`config.mk`:
```
export PLATFORM = sky130hd
export DESIGN_NAME = sps_i2c_slave
export DESIGN_NICKNAME = d
export VERILOG_FILES = /design/src/hdl/sps_pkg.sv /design/src/hdl/sps_i2c_slave.sv
export SDC_FILE = /design/constraint.sdc
export NUM_CORES = 1
export LEC_CHECK = 0
export BUFFER_PORTS_ARGS = -buffer_cell sky130_fd_sc_hd__buf_2
export CAP_MARGIN = 20
export CORE_MARGIN = 2
export CORE_UTILIZATION = 25
export CTS_CLUSTER_SIZE = 24
export DETAILED_ROUTE_END_ITERATION = 16
export SYNTH_ARGS = -nofsm -noshare
export SYNTH_HDL_FRONTEND = slang
export SYNTH_SLANG_ARGS = --single-unit
export TNS_END_PERCENT = 1
```
`constraint.sdc`:
```
create_clock -name clk_sys -period 2.44 [get_ports clk_sys]
set_input_delay 0.244 -clock clk_sys [delete_from_list [all_inputs] [get_ports clk_sys]]
set_output_delay 0.244 -clock clk_sys [all_outputs]
set_load 0.005 [all_outputs]
```
`src/hdl/sps_pkg.sv`:
```
// Constants of the strap decoder and two-wire slave
// Summary of operation
// RULE_01 - Sample two three-level straps; both high selects SPI, otherwise two-wire slave
// RULE_02 - Slave address upper four bits are fixed at 1011
// RULE_03 - Strap pairs in order low/low to high/open give addresses 1011000 to 1011111
// RULE_04 - Works at 100 kHz and 400 kHz bus clock rates
// RULE_05 - Slave only; the serial clock line is never driven
// RULE_06 - Register addresses are sixteen bits, sent as two bytes
// RULE_07 - Master gives one clock pulse per data bit
// RULE_08 - Data line changes only while the clock is low
// RULE_09 - Data falling while clock high is a start; it is detected
// RULE_10 - Data rising while clock high is a stop; slave returns to idle
// RULE_11 - Bytes are eight bits, MSB first, each followed by an acknowledge slot
// RULE_12 - Receiver acknowledges by pulling data low on the ninth pulse
// RULE_13 - Receiver refuses a byte by leaving data high on the ninth pulse
// RULE_14 - Address byte is seven address bits then direction; only a match acknowledges
// RULE_15 - Write: two address bytes high first, then unlimited data bytes
// RULE_16 - Read returns data from the current address; repeated start keeps it
// RULE_17 - Start or stop at any point abandons the partial byte
// RULE_18 - Register address advances after each data byte read or written
// RULE_19 - Only the selected port is active; the other stays idle
package sps_pkg;
    // ************************************************
    // Strap codes and address
    // ************************************************
    localparam logic [1:0] STRAP_LOW = 2'h0;
    localparam logic [1:0] STRAP_OPEN = 2'h1;
    localparam logic [1:0] STRAP_HIGH = 2'h2;
    localparam logic [3:0] SPI_INDEX = 4'h8;
    localparam logic [3:0] ADDR_UPPER = 4'hb;
    localparam logic [1:0] STRAP_SETTLE = 2'h3;
    localparam logic [3:0] BITS_PER_BYTE = 4'h8;
    // Byte positions within a write
    localparam logic [1:0] BYTE_SLAVE = 2'h0;
    localparam logic [1:0] BYTE_ADDR_HI = 2'h1;
    localparam logic [1:0] BYTE_ADDR_LO = 2'h2;
    localparam logic [1:0] BYTE_DATA = 2'h3;
    localparam int ADDR_WIDTH = 16;
    localparam int DATA_WIDTH = 8;

    typedef enum logic [2:0] {
        ST_IDLE,
        ST_RX,
        ST_RXACK,
        ST_TX,
        ST_TXACK
    } sps_state_e;
endpackage : sps_pkg

```
`src/hdl/sps_i2c_slave.sv`:
```
// Strap decoder and two-wire register slave with write buffer
`timescale 1ns/10ps
`default_nettype none
module sps_i2c_slave #(
    parameter int AW = sps_pkg::ADDR_WIDTH,
    parameter int DW = sps_pkg::DATA_WIDTH
) (
    input wire logic clk_sys,
    input wire logic rst,
    input wire logic [1:0] portStrapUpper,
    input wire logic [1:0] portStrapLower,
    input wire logic scl,
    input wire logic sdaIn,
    output logic sdaOut,
    output logic sdaOeN,
    output logic spiEnable,
    output logic i2cEnable,
    output logic [6:0] slaveAddr,
    output logic [AW-1:0] regAddr,
    output logic wrValid,
    output logic [AW-1:0] wrAddr,
    output logic [DW-1:0] wrData,
    input wire logic wrReady,
    input wire logic [DW-1:0] rdData
);
    // ************************************************
    // Helpers
    // ************************************************
    // Three-level code to 0..2, unknown code read as open
    function automatic logic [3:0] trit(input logic [1:0] c);
        begin
            if (c == sps_pkg::STRAP_LOW) begin
                trit = 4'h0;
            end else if (c == sps_pkg::STRAP_HIGH) begin
                trit = 4'h2;
            end else begin
                trit = 4'h1;
            end
        end
    endfunction : trit

    function automatic logic [3:0] strapIndex(input logic [1:0] u,
                                              input logic [1:0] l);
        begin
            strapIndex = 4'((trit(u) * 4'h3) + trit(l));
        end
    endfunction : strapIndex

    // ************************************************
    // Input synchronisers
    // ************************************************
    logic sclS1, sclS2, sclQ, sdaS1, sdaS2, sdaQ;
    logic [1:0] upS1, upS2, loS1, loS2;
    // Two flops per pin, third stage only for edges
    always_ff @(posedge clk_sys) begin
        sclS1 <= scl;
        sclS2 <= sclS1;
        sclQ <= sclS2;
        sdaS1 <= sdaIn;
        sdaS2 <= sdaS1;
        sdaQ <= sdaS2;
        upS1 <= portStrapUpper;
        upS2 <= upS1;
        loS1 <= portStrapLower;
        loS2 <= loS1;
    end

    // Edge and condition detect, fine at 100 or 400 kHz [RULE_04]
    logic sclRise, sclFall, startDet, stopDet;
    assign sclRise = sclS2 && !sclQ;
    assign sclFall = !sclS2 && sclQ;
    assign startDet = sclS2 && sclQ && sdaQ && !sdaS2; // [RULE_09]
    assign stopDet = sclS2 && sclQ && !sdaQ && sdaS2; // [RULE_10]

    // ************************************************
    // Strap capture after reset release
    // ************************************************
    logic [1:0] strapCnt, next_strapCnt;
    logic strapDone, next_strapDone;
    logic next_spiEnable, next_i2cEnable;
    logic [6:0] next_slaveAddr;
    logic [3:0] idx;
    // Latch straps once the synchronisers have settled
    always_comb begin
        idx = strapIndex(upS2, loS2);
        next_strapCnt = strapCnt;
        next_strapDone = strapDone;
        next_spiEnable = spiEnable;
        next_i2cEnable = i2cEnable;
        next_slaveAddr = slaveAddr;
        if (!strapDone) begin
            next_strapCnt = 2'(strapCnt + 2'h1);
            if (strapCnt == sps_pkg::STRAP_SETTLE) begin
                next_strapDone = 1'b1;
                next_spiEnable = (idx == sps_pkg::SPI_INDEX); // [RULE_01]
                next_i2cEnable = (idx != sps_pkg::SPI_INDEX); // [RULE_19]
                next_slaveAddr = {sps_pkg::ADDR_UPPER, idx[2:0]}; // [RULE_02] [RULE_03]
            end
        end
    end

    always_ff @(posedge clk_sys) begin
        if (rst) begin
            strapCnt <= 2'h0;
            strapDone <= 1'b0;
            spiEnable <= 1'b0;
            i2cEnable <= 1'b0;
            slaveAddr <= 7'h00;
        end else begin
            strapCnt <= next_strapCnt;
            strapDone <= next_strapDone;
            spiEnable <= next_spiEnable;
            i2cEnable <= next_i2cEnable;
            slaveAddr <= next_slaveAddr;
        end
    end

    // ************************************************
    // Two-entry write buffer
    // ************************************************
    logic push, full;
    logic v1, next_v1, next_wrValid;
    logic [AW-1:0] a1, next_a1, next_wrAddr, pushAddr;
    logic [DW-1:0] d1, next_d1, next_wrData, pushData;
    assign full = v1;
    // Slot 0 is the head; a push lands in the first free slot
    always_comb begin
        next_wrValid = wrValid;
        next_wrAddr = wrAddr;
        next_wrData = wrData;
        next_v1 = v1;
        next_a1 = a1;
        next_d1 = d1;
        if (wrValid && wrReady) begin
            next_wrValid = v1;
            next_wrAddr = a1;
            next_wrData = d1;
            next_v1 = 1'b0;
        end
        if (push) begin
            if (!next_wrValid) begin
                next_wrValid = 1'b1;
                next_wrAddr = pushAddr;
                next_wrData = pushData;
            end else begin
                next_v1 = 1'b1;
                next_a1 = pushAddr;
                next_d1 = pushData;
            end
        end
    end

    always_ff @(posedge clk_sys) begin
        if (rst) begin
            wrValid <= 1'b0;
            wrAddr <= '0;
            wrData <= '0;
            v1 <= 1'b0;
            a1 <= '0;
            d1 <= '0;
        end else begin
            wrValid <= next_wrValid;
            wrAddr <= next_wrAddr;
            wrData <= next_wrData;
            v1 <= next_v1;
            a1 <= next_a1;
            d1 <= next_d1;
        end
    end

    // ************************************************
    // Bus protocol engine
    // ************************************************
    sps_pkg::sps_state_e state, next_state;
    logic [3:0] bitCnt, next_bitCnt;
    logic [1:0] byteIdx, next_byteIdx;
    logic [7:0] sh, next_sh;
    logic rw, next_rw, ackOk, next_ackOk;
    logic next_sdaOeN;
    logic [AW-1:0] next_regAddr;
    assign pushAddr = regAddr;
    assign pushData = sh;
    // Clock line is input only; slave never drives it [RULE_05]
    always_comb begin
        next_state = state;
        next_bitCnt = bitCnt;
        next_byteIdx = byteIdx;
        next_sh = sh;
        next_rw = rw;
        next_ackOk = ackOk;
        next_sdaOeN = sdaOeN;
        next_regAddr = regAddr;
        push = 1'b0;
        if (!i2cEnable) begin
            next_state = sps_pkg::ST_IDLE; // [RULE_19]
            next_sdaOeN = 1'b1;
        end else if (stopDet) begin
            next_state = sps_pkg::ST_IDLE; // [RULE_10] [RULE_17]
            next_sdaOeN = 1'b1;
        end else if (startDet) begin
            // Fresh or repeated start drops any partial byte [RULE_17]
            next_state = sps_pkg::ST_RX;
            next_bitCnt = 4'h0;
            next_byteIdx = sps_pkg::BYTE_SLAVE;
            next_sdaOeN = 1'b1;
        end else begin
            case (state)
                sps_pkg::ST_IDLE: begin
                    next_sdaOeN = 1'b1;
                end
                sps_pkg::ST_RX: begin
                    // One bit per clock pulse, MSB first [RULE_07] [RULE_11]
                    if (sclRise && bitCnt < sps_pkg::BITS_PER_BYTE) begin
                        next_sh = {sh[6:0], sdaS2};
                        next_bitCnt = 4'(bitCnt + 4'h1);
                    end else if (sclFall
                                 && bitCnt == sps_pkg::BITS_PER_BYTE) begin
                        next_state = sps_pkg::ST_RXACK;
                        next_sdaOeN = 1'b0; // [RULE_12]
                        case (byteIdx)
                            sps_pkg::BYTE_SLAVE: begin
                                // Only a matching address answers [RULE_14]
                                if (sh[7:1] == slaveAddr) begin
                                    next_rw = sh[0];
                                end else begin
                                    next_state = sps_pkg::ST_IDLE;
                                    next_sdaOeN = 1'b1;
                                end
                            end
                            sps_pkg::BYTE_ADDR_HI: begin
                                next_regAddr = {sh, regAddr[7:0]}; // [RULE_06]
                            end
                            sps_pkg::BYTE_ADDR_LO: begin
                                next_regAddr = {regAddr[AW-1:8], sh}; // [RULE_15]
                            end
                            default: begin
                                if (full) begin
                                    next_sdaOeN = 1'b1; // [RULE_13]
                                end else begin
                                    push = 1'b1;
                                    next_regAddr = AW'(regAddr + 1'b1); // [RULE_18]
                                end
                            end
                        endcase
                    end
                end
                sps_pkg::ST_RXACK: begin
                    if (sclFall) begin
                        next_bitCnt = 4'h0;
                        if (byteIdx != sps_pkg::BYTE_DATA) begin
                            next_byteIdx = 2'(byteIdx + 2'h1);
                        end
                        if (byteIdx == sps_pkg::BYTE_SLAVE && rw) begin
                            // Read from the current address [RULE_16]
                            next_state = sps_pkg::ST_TX;
                            next_sh = rdData;
                            next_sdaOeN = rdData[7];
                            next_regAddr = AW'(regAddr + 1'b1); // [RULE_18]
                        end else if (sdaOeN) begin
                            next_state = sps_pkg::ST_IDLE;
                        end else begin
                            next_state = sps_pkg::ST_RX;
                            next_sdaOeN = 1'b1;
                        end
                    end
                end
                sps_pkg::ST_TX: begin
                    // Drive changes only after a falling clock [RULE_08]
                    if (sclFall) begin
                        next_bitCnt = 4'(bitCnt + 4'h1);
                        next_sh = {sh[6:0], 1'b1};
                        next_sdaOeN = sh[6];
                        if (bitCnt == 4'(sps_pkg::BITS_PER_BYTE - 4'h1)) begin
                            next_state = sps_pkg::ST_TXACK;
                            next_sdaOeN = 1'b1;
                        end
                    end
                end
                sps_pkg::ST_TXACK: begin
                    if (sclRise) begin
                        next_ackOk = !sdaS2; // [RULE_12] [RULE_13]
                    end else if (sclFall) begin
                        next_bitCnt = 4'h0;
                        if (ackOk) begin
                            next_state = sps_pkg::ST_TX;
                            next_sh = rdData;
                            next_sdaOeN = rdData[7];
                            next_regAddr = AW'(regAddr + 1'b1); // [RULE_18]
                        end else begin
                            next_state = sps_pkg::ST_IDLE;
                        end
                    end
                end
                default: begin
                    next_state = sps_pkg::ST_IDLE;
                    next_sdaOeN = 1'b1;
                end
            endcase
        end
    end

    always_ff @(posedge clk_sys) begin
        if (rst) begin
            state <= sps_pkg::ST_IDLE;
            bitCnt <= 4'h0;
            byteIdx <= 2'h0;
            sh <= 8'h00;
            rw <= 1'b0;
            ackOk <= 1'b0;
            sdaOeN <= 1'b1;
            sdaOut <= 1'b0;
            regAddr <= '0;
        end else begin
            state <= next_state;
            bitCnt <= next_bitCnt;
            byteIdx <= next_byteIdx;
            sh <= next_sh;
            rw <= next_rw;
            ackOk <= next_ackOk;
            sdaOeN <= next_sdaOeN;
            sdaOut <= 1'b0;
            regAddr <= next_regAddr;
        end
    end

    // ************************************************
    // Checks
    // ************************************************
    property p_portSel;
        @(posedge clk_sys) disable iff (rst)
        strapDone |-> (spiEnable != i2cEnable);
    endproperty
    a_portSel: assert property (p_portSel) // [RULE_01]
        else $error("port selects not exclusive");

    property p_addrUpper;
        @(posedge clk_sys) disable iff (rst)
        $rose(strapDone) |-> slaveAddr[6:3] == sps_pkg::ADDR_UPPER;
    endproperty
    a_addrUpper: assert property (p_addrUpper) // [RULE_02]
        else $error("slave address upper bits wrong");

    property p_addrMap;
        @(posedge clk_sys) disable iff (rst)
        $rose(strapDone) && i2cEnable
            |-> slaveAddr[2:0] == $past(idx[2:0]);
    endproperty
    a_addrMap: assert property (p_addrMap) // [RULE_03]
        else $error("slave address low bits wrong");

    property p_driveOnLow;
        @(posedge clk_sys) disable iff (rst)
        $fell(sdaOeN) |-> !$past(sclS2) || $past(startDet || stopDet);
    endproperty
    a_driveOnLow: assert property (p_driveOnLow) // [RULE_08]
        else $error("data driven while clock high");

    property p_stopIdle;
        @(posedge clk_sys) disable iff (rst)
        stopDet |=> state == sps_pkg::ST_IDLE && sdaOeN;
    endproperty
    a_stopIdle: assert property (p_stopIdle) // [RULE_10]
        else $error("stop did not return to idle");

    property p_startRx;
        @(posedge clk_sys) disable iff (rst)
        startDet && i2cEnable
            |=> state == sps_pkg::ST_RX && bitCnt == 4'h0;
    endproperty
    a_startRx: assert property (p_startRx) // [RULE_09] [RULE_17]
        else $error("start did not restart reception");

    property p_addrStep;
        @(posedge clk_sys) disable iff (rst)
        push |=> regAddr == AW'($past(regAddr) + 1'b1) && wrValid;
    endproperty
    a_addrStep: assert property (p_addrStep) // [RULE_18]
        else $error("address did not advance on write");

    property p_hold;
        @(posedge clk_sys) disable iff (rst)
        wrValid && !wrReady |=> wrValid && $stable(wrAddr);
    endproperty
    a_hold: assert property (p_hold) // [RULE_15]
        else $error("buffered word lost under stall");

    property p_spiQuiet;
        @(posedge clk_sys) disable iff (rst)
        spiEnable |=> state == sps_pkg::ST_IDLE && sdaOeN;
    endproperty
    a_spiQuiet: assert property (p_spiQuiet) // [RULE_19]
        else $error("two-wire slave active in SPI mode");
endmodule : sps_i2c_slave
`default_nettype wire

```
==> summary by stage <==
Synthesis
Counting flops and latches in the post-synthesis netlist gives 109. The number of distinct standard cells referenced by the synthesized netlist is 66. Yosys printed 0 warnings. The most used flip-flop cell after synthesis is sky130_fd_sc_hd__dfxtp_1.

Counting flops with a built-in enable in the synthesized netlist gives 0. The mean area per synthesized cell is 8.20 sq um. Synthesis produced 660 cells. The synthesized netlist occupies a cell area of 5410 sq um. The async set-or-reset flop fraction in the synthesized netlist is 0. Summed over all instances, the cell type with the most area after synthesis is sky130_fd_sc_hd__dfxtp_1.

The share of synthesized area in the top cell type comes to 0.403. The share of the yosys chip area belonging to registers is 0.403. Yosys attributes the largest share of cell area to sky130_fd_sc_hd__dfxtp_1 40%, sky130_fd_sc_hd__nand2_1 6.6%, sky130_fd_sc_hd__a21oi_1 5.0%.

Placed design
The placed wire-length estimate after detailed placement is 10800 microns. The instance area at placement is 6110 sq um. The number of buffer cells added on primary ports is 66. The congestion estimate from routability-driven global placement came to 0.883.

The number of placed instances, taps included, is 973.

Finish
The antenna diode count is 0. Summing all multi-input logic gate instances after layout gives 2920 sq um. The area added between synthesis and finish is 19.9%. The cell area after layout is 6490 sq um. In the final layout, the share of cells above drive strength 1 is 0.189. Summing all flip-flop and latch instances after layout gives 2180 sq um. The net count of the finished layout is 746.

The library cells used most frequently in the layout, excluding fill and tap cells, are 109 x sky130_fd_sc_hd__dfxtp_1, 95 x sky130_fd_sc_hd__nand2_1, 66 x sky130_fd_sc_hd__buf_2. The number of fill cells in the layout is 2236. Once layout is complete, the utilization of the core stands at 0.307. The library cell used most frequently in the layout, excluding fill and tap cells, is sky130_fd_sc_hd__dfxtp_1. Excluding fillers, the count of instances in the completed layout stands at 996.

Floorplan
The I/O pin total is 69. The initial utilization of the core area, before any placement, comes to 0.256. Measured along the y axis, the die boundary spans 151 microns. The area of the core is 21200 sq um. The total die area is 22800 sq um.

The die is 151 microns wide. In this run the core area contains 53 standard-cell rows.

Route
The routed wirelength normalized by instance count is 15.7 microns. The total via count in the routed design is 4999. Using the TritonRoute via totals, the vias-per-cell ratio works out to 5.02. The total routed wirelength is 15700 microns. For this run, the detailed router's first-pass iteration total came to 7. The final routed DRC violation total is 0. After the first detailed-routing iteration, the DRC count stood at 412. The number of antenna-violating nets in the routed design is 0.

Timing
The highest clock frequency the design can meet is 440 MHz. The transition time of the tightest slew-check pin is 0.575 ns. Setup repair after global routing left no endpoint under its margin. The final count of hold timing violations is 0.

The number of max-slew violations in the final report was 0. The worst setup skew after layout is 0.0143 ns. The time the final worst path needs with I/O delays and setup is 2.27 ns.

The final total negative setup slack is 0 ns. The worst slew margin relative to its limit is 0.613. The worst hold slack is 0.225 ns. Setup violations remaining at the end of the flow were counted as 0. The period utilization is 0.932.

Worst setup path
The critical path start-end classification is reg -> reg. Setup slack on the worst reg-to-reg path comes out at 0.17 ns. The largest fanout of any net on the critical path is 11.

The arrival time reported for the critical path endpoint is 2.52 ns. The largest stage delay on the critical path is 0.40 ns. The required time of the critical path is 2.68 ns. The most critical setup path has its startpoint at state[0]$_SDFFE_PP0P_.

The worst setup path is captured at a flip-flop. Walking the worst path, the cells encountered are buf_4, nor3b_1, nor2_1, buf_4, a211oi_1, buf_4, a31oi_1, a311oi_1. The most numerous cell type found on the critical path is sky130_fd_sc_hd__buf_4.

The slowest stage cell on the critical path is sky130_fd_sc_hd__dfxtp_1. The depth of the worst register-to-register path is 8. The endpoint of the worst register-to-register path is regAddr[11]$_SDFFE_PP0P_.

The worst register-to-register path begins at state[0]$_SDFFE_PP0P_. The capture point of the worst path is regAddr[11]$_SDFFE_PP0P_. STA classifies the critical path startpoint as a flip-flop.

Clock tree
TritonCTS built the clock tree. The deepest clock path buffer count is 2. The TritonCTS sink count is 109. After clock tree synthesis, the clock-pin slew on the worst setup and hold paths is 0.08 ns.

The later pin in the worst-skew pair is clocked with a latency of 0.36 ns. Counting the buffers created by CTS gives 9. The number of levels the H-tree was split into is 3. The tree is rooted in a sky130_fd_sc_hd__clkbuf_16.

Worst hold path
The count of cells along the worst hold path is 3. The worst hold-check path type is in -> reg.

Power
The total power divided by cell area is 533 nW/um^2. The worst IR drop on VDD is 0.327 mV. Summed over all cells, the static leakage comes to 2.50 nW.

Global route
The total congestion overflow after global routing is 0. The number of antenna violations at the first check in global routing is 0. The pin count of the biggest net entering global routing is 75. The overall track demand over capacity in global routing is 0.139.

The first-pass GRT wire length is 24900 microns. The number of global-route vias before repair is 4551.

Job
The number of maximum-capacitance constraint violations is 0.

Status
The flow ran to the end, and the final reports show no timing, DRC or antenna violations.
[critical path: cells and delay by family, from the launching register on]
family	cells	cell delay [ns]
buffers and inverters	3	0.66
AO/OA/AOI/OAI	3	0.66
AND/OR/NAND/NOR	2	0.42
flip-flops	1	0.40
[power by group]
part	internal, W	switching, W
clock	0.000739	0.000707
sequential	0.00181	0.0000281
combinational	0.0000712	0.000104
total	0.00262	0.000839
[per-layer routing]
| metal | vias to the layer above | global-route usage | part of all wire |
|---|---|---|---|
| met5 | - | 0 | 0 |
| met4 | 0 | 0.0430 | 0.016 |
| met3 | 16 | 0.0289 | 0.056 |
| met2 | 145 | 0.230 | 0.46 |
| met1 | 2348 | 0.183 | 0.47 |
| li1 | 2490 | - | - |
[state kept, by name, summed over array words and instances (netlist names), 2 cells and up]
| name | cells |
|---|---|
| pushData | 8 |
| slaveAddr | 4 |
| d1 | 8 |
| regAddr | 16 |
| wrAddr | 16 |
| strapCnt | 2 |
| wrData | 8 |
| byteIdx | 2 |
| loS1 | 2 |
| upS1 | 2 |
| state | 3 |
| bitCnt | 4 |
| loS2 | 2 |
| a1 | 16 |
| upS2 | 2 |
[metrics by stage]
step / worst slack [ns] / total power [W]
2_1_floorplan: 0.412 / 0.00198
3_3_place_gp: 0.174 / 0.00204
3_5_place_dp: 0.177 / 0.00205
4_1_cts: 0.164 / 0.00350
5_1_grt: 0.0347 / 0.00360
6_report: 0.167 / 0.00346
[cell type report]
| cell class | instances | share of cell area |
|---|---|---|
| repair buffers | 106 | 0.107 |
| flip-flops and latches | 109 | 0.336 |
| clock buffers | 10 | 0.0368 |
| well taps | 275 | 0.0530 |
| clock inverters | 6 | 0.00868 |
| multi-input cells | 476 | 0.450 |
| inverters | 14 | 0.00810 |
[synth_stat cells (all sizes together) (2+ instances only)]
master and n:
nor2 58, nor4 7, nand4 3, o22ai 3, a31oi 11, or4 3
o21ai 20, nand3 41, or2 2, mux2 2, o311ai 4, a211oi 12
o32ai 5, a21o 2, nor2b 7, a311oi 29, nor3b 4, and4 3
dfxtp 109, or3b 3, and2 2, o31a 2, inv 14, a211o 2
mux2i 11, nand4b 3, nand2b 8, nand2 95, nand3b 3, a21oi 54
a32oi 2, xor2 4, buf 16, ha 12, and4b 5, o31ai 8
clkbuf 46, nor3 13, and3 7, o21a 6, or3 3
[timing repair]
action                                 in CTS  in global routing
buffers inserted                            0                  1
setup endpoints to repair                   0                  7
hold buffers                                5                  1
resized for setup                           0                  1
endpoints found under the hold margin       5                  1
[kinds of logic (layout without fill, tap and decap cells)]
family,Yosys count,after routing,share of synthesized area
DFF,109,109,0.403
other,1,2,0.000693
AOI/OAI and AO/OA,168,168,0.217
buffers and inverters,76,136,0.0599
adders and majority gates,13,13,0.0315
muxes,13,13,0.0245
and+or+nand+nor,275,275,0.255
xor gates and xnor gates,5,5,0.00809
[how the worst min path moves through the flow]
stage                       from                  endpoint  slack (ns)
6_report               rdData[1]  pushData[1]$_SDFFE_PP0P_        0.22
5_1_grt                rdData[5]  pushData[5]$_SDFFE_PP0P_        0.23
4_1_cts                      scl             sclS1$_DFF_P_       0.001
3_5_place_dp     loS1[0]$_DFF_P_           loS2[0]$_DFF_P_        0.31
3_3_place_gp     upS1[0]$_DFF_P_           upS2[0]$_DFF_P_        0.31
2_1_floorplan  portStrapLower[0]           loS1[0]$_DFF_P_        0.27
(Power assumes the default switching activity.)
